[src/common/dac_frame_map.svh]
`ifndef DAC_FRAME_MAP_SVH
`define DAC_FRAME_MAP_SVH

// ----------------------------------------
// Register offsets (byte addresses)
// ----------------------------------------
`define CTRL_OFS 4'h0
`define INPUT_OFS 4'h4
`define DACREG_OFS 4'h8
`define STATUS_OFS 4'hC

// ----------------------------------------
// Reset values and codes
// ----------------------------------------
`define CTRL_RST 3'h0
`define ZERO_CODE 12'h000
`define MID_CODE 12'h800

// ----------------------------------------
// Serial word layout
// ----------------------------------------
`define LAST_BIT 5'h0F
`define READBACK_BITS 5'h10
`define CMD_MSB 15
`define CMD_LSB 12
`define CMD_NOP 4'h0
`define CMD_WR_A 4'h1
`define CMD_WR_B 4'h2
`define CMD_READBACK 4'h3
`define CMD_CTRL 4'h4
`define RB_SEL_BIT 0

// ----------------------------------------
// Control and status fields
// ----------------------------------------
`define CTRL_RISE_BIT 0
`define CTRL_DAISY_BIT 1
`define CTRL_MID_BIT 2
`define STAT_OVF_BIT 0
`define STAT_FRAME_BIT 1
`define STAT_LVL_LSB 4

`endif

[src/common/dac_frame_pkg.sv]
package dac_frame_pkg;

   // ----------------------------------------
   // Types
   // ----------------------------------------
   typedef struct packed {
      logic midscale;
      logic daisy;
      logic rising;
   } ctrl_t;

   typedef struct packed {
      logic [11:0] b;
      logic [11:0] a;
   } dac_pair_t;

   typedef enum logic [2:0] {
      LINK_IDLE = 3'b001,
      LINK_SHIFT = 3'b010,
      LINK_HOLD = 3'b100
   } link_state_t;

endpackage : dac_frame_pkg

[src/verilog/dac_frame_clear.sv]
`include "dac_frame_map.svh"

module dac_frame_clear
   import dac_frame_pkg::*;
(
   // Clock and reset
   input wire logic clk_i,
   input wire logic rst_i,
   // Wishbone slave
   input wire logic wb_cyc_i,
   input wire logic wb_stb_i,
   input wire logic wb_we_i,
   input wire logic [3:0] wb_adr_i,
   input wire logic [3:0] wb_sel_i,
   input wire logic [31:0] wb_dat_i,
   output logic [31:0] wb_dat_o,
   output logic wb_ack_o,
   // Serial link pins
   input wire logic frame_n_i,
   input wire logic sclk_i,
   input wire logic serial_data_in_i,
   output logic serial_data_out_o,
   // Control pins
   input wire logic clear_n_i,
   input wire logic load_update_n_i,
   // Converter codes
   output dac_pair_t dac_code_o
);

   // ----------------------------------------
   // Pin synchronisers
   // ----------------------------------------
   logic [4:0] sync1_r;
   logic [4:0] sync2_r;
   logic sclk_d_r;
   logic frame_d_r;
   logic load_d_r;
   logic frame_n_s;
   logic sclk_s;
   logic serial_data_in_s;
   logic clear_n_s;
   logic load_n_s;

   always_ff @(posedge clk_i) begin
      if (rst_i) begin
         sync1_r <= 5'h1F;
         sync2_r <= 5'h1F;
         sclk_d_r <= 1'b1;
         frame_d_r <= 1'b1;
         load_d_r <= 1'b1;
      end else begin
         sync1_r <= {load_update_n_i, clear_n_i, serial_data_in_i, sclk_i, frame_n_i};
         sync2_r <= sync1_r;
         sclk_d_r <= sync2_r[1];
         frame_d_r <= sync2_r[0];
         load_d_r <= sync2_r[4];
      end
   end

   assign frame_n_s = sync2_r[0];
   assign sclk_s = sync2_r[1];
   assign serial_data_in_s = sync2_r[2];
   assign clear_n_s = sync2_r[3];
   assign load_n_s = sync2_r[4];

   // ----------------------------------------
   // Edge decode
   // ----------------------------------------
   ctrl_t ctrl_r;
   logic sclk_rise;
   logic sclk_fall;
   logic act_edge;
   logic out_edge;
   logic frame_fall;
   logic frame_rise;
   logic load_fall;

   assign sclk_rise = sclk_s && !sclk_d_r;
   assign sclk_fall = !sclk_s && sclk_d_r;
   assign act_edge = ctrl_r.rising ? sclk_rise : sclk_fall;
   assign out_edge = ctrl_r.rising ? sclk_fall : sclk_rise;
   assign frame_fall = !frame_n_s && frame_d_r;
   assign frame_rise = frame_n_s && !frame_d_r;
   assign load_fall = !load_n_s && load_d_r;

   // ----------------------------------------
   // Input shift register
   // ----------------------------------------
   link_state_t state_r;
   logic [15:0] shreg_r;
   logic [4:0] bit_cnt_r;
   logic shift_en;
   logic [15:0] word_in;
   logic push_word;
   logic fifo_ready;
   logic ovf_set;

   // Disabled while frame is high or after a standalone word is complete
   assign shift_en = act_edge && !frame_n_s && (state_r == LINK_SHIFT);
   assign word_in = {shreg_r[14:0], serial_data_in_s};
   assign push_word = ctrl_r.daisy ? (frame_rise && state_r == LINK_SHIFT)
                                   : (shift_en && bit_cnt_r == `LAST_BIT);
   assign ovf_set = push_word && !fifo_ready;

   always_ff @(posedge clk_i) begin
      if (rst_i) begin
         state_r <= LINK_IDLE;
         bit_cnt_r <= '0;
      end else begin
         case (state_r)
            LINK_IDLE: begin
               if (frame_fall) begin
                  state_r <= LINK_SHIFT;
                  bit_cnt_r <= '0;
               end
            end
            LINK_SHIFT: begin
               if (frame_n_s) begin
                  state_r <= LINK_IDLE;
               end else if (shift_en) begin
                  bit_cnt_r <= bit_cnt_r + 5'h01;
                  if (!ctrl_r.daisy && bit_cnt_r == `LAST_BIT) begin
                     state_r <= LINK_HOLD;
                  end
               end
            end
            LINK_HOLD: begin
               if (frame_n_s) begin
                  state_r <= LINK_IDLE;
               end
            end
            default: state_r <= LINK_IDLE;
         endcase
      end
   end

   always_ff @(posedge clk_i) begin
      if (rst_i) begin
         shreg_r <= '0;
      end else if (shift_en) begin
         shreg_r <= word_in;
      end
   end

   // ----------------------------------------
   // Word buffer
   // ----------------------------------------
   logic [15:0] fifo_word;
   logic fifo_valid;
   logic [2:0] fifo_level;
   logic [15:0] push_data;

   assign push_data = ctrl_r.daisy ? shreg_r : word_in;

   // Drain stalls while clear is held, so up to four words wait; a word pushed into a full buffer is lost
   word_fifo #(.WIDTH(16), .DEPTH(4)) u_fifo (
      .clk_i(clk_i),
      .rst_i(rst_i),
      .in_valid_i(push_word),
      .in_ready_o(fifo_ready),
      .in_data_i(push_data),
      .out_valid_o(fifo_valid),
      .out_ready_i(clear_n_s),
      .out_data_o(fifo_word),
      .level_o(fifo_level)
   );

   // ----------------------------------------
   // Input and converter registers
   // ----------------------------------------
   dac_pair_t in_r;
   dac_pair_t dac_r;
   logic [11:0] clr_code;
   logic apply;
   logic [3:0] cmd;
   logic wb_ctrl_wr;

   assign clr_code = ctrl_r.midscale ? `MID_CODE : `ZERO_CODE;
   assign apply = fifo_valid && clear_n_s;
   assign cmd = fifo_word[`CMD_MSB:`CMD_LSB];

   always_ff @(posedge clk_i) begin
      if (rst_i) begin
         in_r <= '0;
         dac_r <= '0;
      end else if (!clear_n_s) begin
         in_r <= {clr_code, clr_code};
         dac_r <= {clr_code, clr_code};
      end else begin
         if (load_fall) begin
            dac_r <= in_r;
         end
         if (apply && cmd == `CMD_WR_A) begin
            in_r.a <= fifo_word[11:0];
            if (!load_n_s) begin
               dac_r.a <= fifo_word[11:0];
            end
         end
         if (apply && cmd == `CMD_WR_B) begin
            in_r.b <= fifo_word[11:0];
            if (!load_n_s) begin
               dac_r.b <= fifo_word[11:0];
            end
         end
      end
   end

   assign dac_code_o = dac_r;

   always_ff @(posedge clk_i) begin
      if (rst_i) begin
         ctrl_r <= `CTRL_RST;
      end else if (wb_ctrl_wr) begin
         ctrl_r <= wb_dat_i[2:0];
      end else if (apply && cmd == `CMD_CTRL) begin
         ctrl_r <= fifo_word[2:0];
      end
   end

   // ----------------------------------------
   // Serial data out and readback
   // ----------------------------------------
   logic [15:0] rb_sh_r;
   logic [4:0] rb_cnt_r;
   logic sdo_r;
   logic rb_start;

   // Readback is caught straight off the shifter so it leaves on the very next opposite edge
   assign rb_start = push_word && !ctrl_r.daisy && word_in[`CMD_MSB:`CMD_LSB] == `CMD_READBACK;

   always_ff @(posedge clk_i) begin
      if (rst_i) begin
         rb_sh_r <= '0;
         rb_cnt_r <= '0;
         sdo_r <= 1'b0;
      end else if (rb_start) begin
         rb_sh_r <= {4'h0, word_in[`RB_SEL_BIT] ? dac_r.b : dac_r.a};
         rb_cnt_r <= `READBACK_BITS;
      end else if (out_edge && !frame_n_s) begin
         if (rb_cnt_r != '0) begin
            sdo_r <= rb_sh_r[15];
            rb_sh_r <= {rb_sh_r[14:0], 1'b0};
            rb_cnt_r <= rb_cnt_r - 5'h01;
         end else begin
            sdo_r <= shreg_r[15];
         end
      end
   end

   assign serial_data_out_o = sdo_r;

   // ----------------------------------------
   // Wishbone slave
   // ----------------------------------------
   logic ack_r;
   logic [31:0] rdat_r;
   logic ovf_r;
   logic req;

   assign req = wb_cyc_i && wb_stb_i;
   assign wb_ctrl_wr = req && ack_r && wb_we_i && wb_sel_i[0] && wb_adr_i == `CTRL_OFS;

   always_ff @(posedge clk_i) begin
      if (rst_i) begin
         ack_r <= 1'b0;
         rdat_r <= '0;
      end else begin
         ack_r <= req && !ack_r;
         if (req && !ack_r) begin
            case (wb_adr_i)
               `CTRL_OFS: rdat_r <= {29'h0, ctrl_r};
               `INPUT_OFS: rdat_r <= {4'h0, in_r.b, 4'h0, in_r.a};
               `DACREG_OFS: rdat_r <= {4'h0, dac_r.b, 4'h0, dac_r.a};
               `STATUS_OFS: rdat_r <= {25'h0, fifo_level, 2'h0, !frame_n_s, ovf_r};
               default: rdat_r <= '0;
            endcase
         end
      end
   end

   // Overflow is sticky, write one to clear; a new overflow wins over the clear
   always_ff @(posedge clk_i) begin
      if (rst_i) begin
         ovf_r <= 1'b0;
      end else if (ovf_set) begin
         ovf_r <= 1'b1;
      end else if (req && ack_r && wb_we_i && wb_sel_i[0] && wb_adr_i == `STATUS_OFS
                   && wb_dat_i[`STAT_OVF_BIT]) begin
         ovf_r <= 1'b0;
      end
   end

   assign wb_ack_o = ack_r;
   assign wb_dat_o = rdat_r;

   // ----------------------------------------
   // Assertions
   // ----------------------------------------
   // Active edges in a frame, counted apart from the shifter so the latch check does not lean on bit_cnt_r
   logic [4:0] edge_tally_r;

   always_ff @(posedge clk_i) begin
      if (rst_i || frame_fall) begin
         edge_tally_r <= '0;
      end else if (act_edge && !frame_n_s && edge_tally_r != 5'h1F) begin
         edge_tally_r <= edge_tally_r + 5'h01;
      end
   end
endmodule : dac_frame_clear

[src/verilog/word_fifo.sv]
module word_fifo #(
   parameter int WIDTH = 16,
   parameter int DEPTH = 4
) (
   // Clock and reset
   input wire logic clk_i,
   input wire logic rst_i,
   // Fill side
   input wire logic in_valid_i,
   output logic in_ready_o,
   input wire logic [WIDTH-1:0] in_data_i,
   // Drain side
   output logic out_valid_o,
   input wire logic out_ready_i,
   output logic [WIDTH-1:0] out_data_o,
   // Fill level
   output logic [$clog2(DEPTH+1)-1:0] level_o
);
   localparam int AW = $clog2(DEPTH);

   logic [WIDTH-1:0] mem_r [DEPTH];
   logic [AW-1:0] wr_r;
   logic [AW-1:0] rd_r;
   logic [$clog2(DEPTH+1)-1:0] cnt_r;
   logic push;
   logic pop;

   assign in_ready_o = (cnt_r != DEPTH[$clog2(DEPTH+1)-1:0]);
   assign out_valid_o = (cnt_r != '0);
   assign push = in_valid_i && in_ready_o;
   assign pop = out_valid_o && out_ready_i;
   assign out_data_o = mem_r[rd_r];
   assign level_o = cnt_r;

   always_ff @(posedge clk_i) begin
      if (push) begin
         mem_r[wr_r] <= in_data_i;
      end
   end

   always_ff @(posedge clk_i) begin
      if (rst_i) begin
         wr_r <= '0;
         rd_r <= '0;
         cnt_r <= '0;
      end else begin
         if (push) begin
            wr_r <= (wr_r == AW'(DEPTH - 1)) ? '0 : wr_r + 1'b1;
         end
         if (pop) begin
            rd_r <= (rd_r == AW'(DEPTH - 1)) ? '0 : rd_r + 1'b1;
         end
         cnt_r <= cnt_r + (push ? 1'b1 : 1'b0) - (pop ? 1'b1 : 1'b0);
      end
   end

endmodule : word_fifo
[config.mk]
export PLATFORM = sky130hd
export DESIGN_NAME = dac_frame_clear
export DESIGN_NICKNAME = d
export VERILOG_FILES = /design/src/common/dac_frame_pkg.sv /design/src/verilog/dac_frame_clear.sv /design/src/verilog/word_fifo.sv
export VERILOG_INCLUDE_DIRS = /design/src /design/src/common
export SDC_FILE = /design/constraint.sdc
export NUM_CORES = 1
export LEC_CHECK = 0
export BUFFER_PORTS_ARGS = -buffer_cell sky130_fd_sc_hd__buf_2
export CORE_MARGIN = 3
export CORE_UTILIZATION = 30
export CTS_CLUSTER_DIAMETER = 80
export DETAILED_ROUTE_END_ITERATION = 8
export GPL_TIMING_DRIVEN = 0
export PLACE_DENSITY = 0.58
export SLEW_MARGIN = 10
export SYNTH_ARGS = -nofsm -noshare
export SYNTH_HDL_FRONTEND = slang
export SYNTH_SLANG_ARGS = --single-unit
[constraint.sdc]
create_clock -name clk_i -period 3.6 [get_ports clk_i]
set_input_delay 0.36 -clock clk_i [delete_from_list [all_inputs] [get_ports clk_i]]
set_output_delay 0.36 -clock clk_i [all_outputs]
set_load 0.01 [all_outputs]
After elaboration in Yosys (flattened, before gate mapping):

Memory sizes are Yosys's and may differ from the RTL's. A register that Yosys moved wholly into a read port is not among the register bits.
Index checks and enable logic that the tools add are counted.

* bits in registers: 151
* bits in latches: 0
* RAM bits: 64
* bits in read-only memories: 0
* bits of input ports: 50
* output and inout bits: 58
* word-level logic and storage cells: 150
* memories kept: 1

Memories
* u_fifo.mem_r: words 4, width 16, rd ports 1, clocked after Yosys merged registers in 1, write ports 1, line word_fifo.sv:21 `logic [WIDTH-1:0] mem_r [DEPTH];`

* add/subtract/negate cells: 6
* multipliers: 0
* divide/modulo/power cells: 0
* $lt $le $gt $ge: 0
* eq/ne operators: 22
* shift-type cells: 0
* multiplexer cells: 45
* bitwise logic cells: 1
* reductions and logical operators: 49

Operators with widths (count)
* $mux W12: 11
* $pmux W28 S4: 1
* $mux W24: 3
* $mux W5: 6
* $logic_and A1 B1 Y1: 27
* $mux W3: 7
* $mux W16: 1
* $mux W1: 10
* $pmux W5 S2: 1
* $reduce_bool A2 Y1: 5
* $pmux W3 S3: 1
* $eq A4 B2 Y1 const B: 2
* $eq A4 B3 Y1 const B: 2
* $eq A4 B4 Y1 const B: 2
* $logic_not A1 Y1: 8
* $mux W2: 4
* $ne A2 B2 Y1 const B: 4
* $reduce_and A4 Y1: 2
* $ne A3 B3 Y1 const B: 2
* $reduce_and A2 Y1: 3
* $add A5 B1 Y5 const B: 1
* $eq A5 B4 Y1 const B: 1
* $reduce_bool A5 Y1: 1
* $sub A5 B1 Y5 const B: 1
* other kinds (14): 17

Depth between registers and ports, before layout:

* depth in word-level cells: 11
* mapped depth: 11
* mapped depth without buffers: 11

By module:

Synthesis repeated with hierarchy kept, for this count alone.

* cell total of the unflattened synthesis: 800
* area total of the unflattened synthesis: 8907.3 um2

Modules (own cells, without submodules)
* dac_frame_clear: instances 1, cells each 667, area each 6113.4 um2, sequential area each 2722.6 um2
* word_fifo: instances 1, cells each 133, area each 2793.9 um2, sequential area each 2102.0 um2

Worst setup path before layout:

OpenSTA, ideal clock, no wires.

* path type: reg-to-reg
* start: reg bit_cnt_r[0]
* end: mem u_fifo.mem_r[0][0], enable pin
* arrival time: 2005 ps
* required time: 3226 ps
* setup slack: 1221 ps
* cell stages (with the launch flop): 8
* buffers on the path: 0
* clock period less this slack: 2379 ps
* path through: dfxtp_1 > ha_1 > and3_1 > ha_1 > nand2b_1 > a211o_1 > a211oi_4 > and2_1

* cells in the longest elaborated chain, start to end: 6

Ends and longest elaborated chain
* start: declaration: line dac_frame_clear.sv:91 `logic [4:0] bit_cnt_r;`
* start signal: assignment: line dac_frame_clear.sv:121 `bit_cnt_r <= bit_cnt_r + 5'h01;`
* $eq A5 B4 Y1 (no line)
* $logic_and A1 B1 Y1 (no line)
* $mux W1: line dac_frame_clear.sv:101 `assign push_word = ctrl_r.daisy ? (frame_rise && state_r == LINK_SHIFT)`
* $logic_and A1 B1 Y1: line word_fifo.sv:30 `assign push = in_valid_i && in_ready_o;`
* named net u_fifo.push: line word_fifo.sv:25 `logic push;`
* $mux W1: line word_fifo.sv:36 `if (push) begin`
* $mux W1 (implied by the code): line word_fifo.sv:37 `mem_r[wr_r] <= in_data_i;`
* end: declaration: line word_fifo.sv:21

The timed path passes the listed nets, and every way through them passes these cells.

Worst setup path after layout:

* start: reg bit_cnt_r[0]
* end: mem u_fifo.mem_r[0][12], enable pin

The elaborated chain is that of the path after synthesis.

==> summary.md <==
| Metric | Value |
|---|---|
| Hold Path Class | in2reg |
| Synthesis Warnings | 0 |
| Die height | 177.7 µm |
| CTS Hold Bufs | 0 |
| HPWL Detailed | 16560 µm |
| Fin crit share | 0.7976 |
| Post-layout util | 0.3604 |
| Mean Syn Cell Area | 11.06 µm² |
| Largest net degree at the start of global routing | 17 |
| CTS Buffer Depth | 3 |
| Final wirelength | 23100 µm |
| Final nets | 959 |
| Maximum vdd drop | 0.2582 mV |
| Setup violators final | 0 |
| I/O Pins | 108 |
| Async SR Flop Fraction | 0 |
| WL met3 | 1525 µm |
| Die Width | 177.7 µm |
| Maxcap violations | 0 |
| CP Max Fanout | 16 |
| ANT cells | 0 |
| Worst r2r src | bit_cnt_r[0]$_SDFFE_PP0P_ |
| Number of core rows | 62 |
| Cell internal pwr | 4200 µW |
| Initial core utilization | 0.3065 |
| CTS Buf Count | 22 |
| First drt pass iteration count | 5 |
| CTS Sinks | 209 |
| Top cells by count, synth | dfxtp_1 (145), nor2_1 (97), edfxtp_1 (64), mux2i_1 (53), a21oi_1 (46) |
| Worst Max-Slew Pin Slew | 0.9439 ns |
| Cells taking the most area after synthesis | dfxtp_1 (33%), edfxtp_1 (22%), mux2i_1 (6.0%) |
| Max Clock Skew | 0.02438 ns |
| Min Clock Period, post-route | 2.871 ns |
| CTS root buf | clkbuf_16 |
| Pleak | 0.004017 µW |
| Clk pwr share | 0.389 |
| Biggest area consumer among synthesized cells | dfxtp_1 |
| Worst setup SP type | register |
| Critical path startpoint | bit_cnt_r[0]$_SDFFE_PP0P_ |
| Die ar. | 0.03158 mm² |
| Synth Instances | 800 |
| RSZ-0062 raised after global routing | false |
| Dpl ws | 0.6283 ns |
| Vias in the first global route | 6424 |
| Final routed DRC violation total | 0 |
| H-tree levels | 1 |
| Core box area | 0.02886 mm² |
| Combinational share of power | 0.163 |
| Slew Limit Headroom | 0.3708 |
| Area Growth Syn to Fin | 17.60% |
| Sequential cell area fraction in the yosys report | 0.5455 |
| Req. time, crit path | 3.73 ns |
| Status | completed |
| EDFF count, synth | 64 |
| Worst setup EP type | register |
| Synth Flop Type | dfxtp_1 |
| Initial antenna violation count | 0 |
| Latest clock arrival within the worst-skew pair | 0.51 ns |
| I/O Buffers | 67 |
| Wire per inst | 17.80 µm |
| Vias | 6438 |
| Post-layout instance area | 0.01040 mm² |
| First-pass GRT wire length | 36410 µm |
| Resize count post-CTS | 0 |
| Vias per cell | 4.960 |
| Netlist cell types | 57 |
| Synth top area share | 0.3282 |
| Share of post-route cells with drive strength above 1 | 0.2144 |
| Total Routing Usage GR | 0.1462 |
| Final hold vios | 0 |
| DRT iter0 DRCs | 531 |
| Sw frac | 0.2716 |
| Fillers | 2883 |
| #FFs+latches synth | 209 |
| Metal-1 WL | 9957 µm |
| RD Place Congestion | 0.8690 |
| Setup CP Type | reg2reg |
| Sequential share of power | 0.448 |
| CTS tree | built |
| Data arrival, critical path | 3.00 ns |
| Final worst setup slack | 0.7287 ns |
| HP Start | load_update_n_i |
| Top sig layer | met4 |
| Max Slew Vio Count | 0 |
| Max Freq | 348.3 MHz |
| Setup bufs post-CTS | 0 |
| Reg clk slew, reported paths | 0.06 ns |
| Post-Syn Area | 0.008845 mm² |
| Seq. cell area | 0.004825 mm² |
| Dpl cell area | 0.009687 mm² |
| Wire length on met2 | 10890 µm |
| Sw power | 1566 µW |
| Grt ovf | 0 |
| Multi-input logic area | 0.003686 mm² |
| Antenna Nets Post-Route | 0 |
| Most frequent cell after synthesis | dfxtp_1 |
| Setup TNS | 0 ns |
| Power per cell area | 554.4 mW/mm² |
==> sequential cells by signal, indices dropped and copies added, names as in the netlist, 16 cells and up, named ones only <==
name          count
u_fifo.mem_r     64
dac_code_o       24
in_r             24
wb_dat_o         24
rb_sh_r          16
shreg_r          16
==> layout by cell type (no fill, tap or decap), types with 8 or more instances in the layout <==
master / instances
mux4_2: 14
buf_4: 8
a221oi_1: 18
inv_1: 12
a211oi_1: 31
edfxtp_1: 64
a22oi_1: 18
or2_2: 16
conb_1: 8
mux2i_1: 53
dfxtp_1: 145
nor2_1: 97
nand2_1: 42
mux2_2: 31
clkbuf_1: 41
a21oi_1: 46
buf_2: 85
clkbuf_16: 22
nand3_1: 34
ha_1: 10
nor3_1: 24
==> final timing paths <==
| path | to | slack (ns) | depth (start not counted) |
|---|---|---|---|
| worst max register to register | u_fifo.mem_r[0][12]$_DFFE_PP_ | 0.73 | 7 |
| worst max-delay path | u_fifo.mem_r[0][12]$_DFFE_PP_ | 0.73 | 7 |
| worst min register to register | sync2_r[3]$_SDFF_PP1_ | 0.41 | 1 |
| worst min-delay path | sync1_r[4]$_SDFF_PP1_ | 0.04 | 2 |
==> final cells by class <==
class,instances,share of cell area
buffer,66,0.03031
multi-input combinational,520,0.3544
clock buffer,30,0.05774
clock inverter,10,0.01095
inverter,12,0.004331
tap,384,0.04619
sequential,209,0.4639
timing repair buffer,67,0.03224
==> critical path: stages, from the launching register on <==
cell and delay, ns:
dfxtp_1 0.37, ha_1 0.20, and3_1 0.17, ha_1 0.13
nand2b_1 0.11, a211o_1 0.33, a211oi_4 0.37, and2_1 0.81
==> cells by family (layout without fill, tap and decap cells) <==
| group | Yosys count | after routing | synth area share |
|---|---|---|---|
| AND/OR/NAND/NOR | 258 | 258 | 0.1426 |
| flip-flops | 209 | 209 | 0.5455 |
| AO/OA/AOI/OAI | 137 | 137 | 0.1074 |
| multiplexers | 100 | 100 | 0.1410 |
| buffers and inverters | 78 | 185 | 0.04074 |
| adder cells (fa/ha/maj) | 11 | 11 | 0.01641 |
| XOR/XNOR | 6 | 6 | 0.005941 |
| other | 1 | 8 | 0.0004240 |
==> per-layer routing <==
layer	up-vias	global-route usage
met5	-	0
met4	0	0.05007
met3	53	0.02439
met2	216	0.2480
met1	3077	0.1888
li1	3092	-
==> power by group through the flow <==
| stage | clock [µW] | combinational (µW) | sequential (µW) |
|---|---|---|---|
| finish | 2240 | 938 | 2580 |
| global route | 2390 | 1030 | 2590 |
| CTS | 2290 | 940 | 2580 |
| detailed placement | 0 | 936 | 2630 |
| global placement | 0 | 930 | 2630 |
| floorplan | 0 | 671 | 2610 |
==> through the flow <==
stage / hold WS (ns) / std cells / power (µW)
6_report: 0.03674 / 1298 / 5767
5_1_grt: 0.03929 / 1298 / 6015
4_1_cts: 0.02682 / 1298 / 5807
3_5_place_dp: 0.3937 / 1258 / 3569
3_3_place_gp: 0.3919 / 1258 / 3561
2_1_floorplan: 0.3895 / 807 / 3285
(Power assumes the default switching activity.)
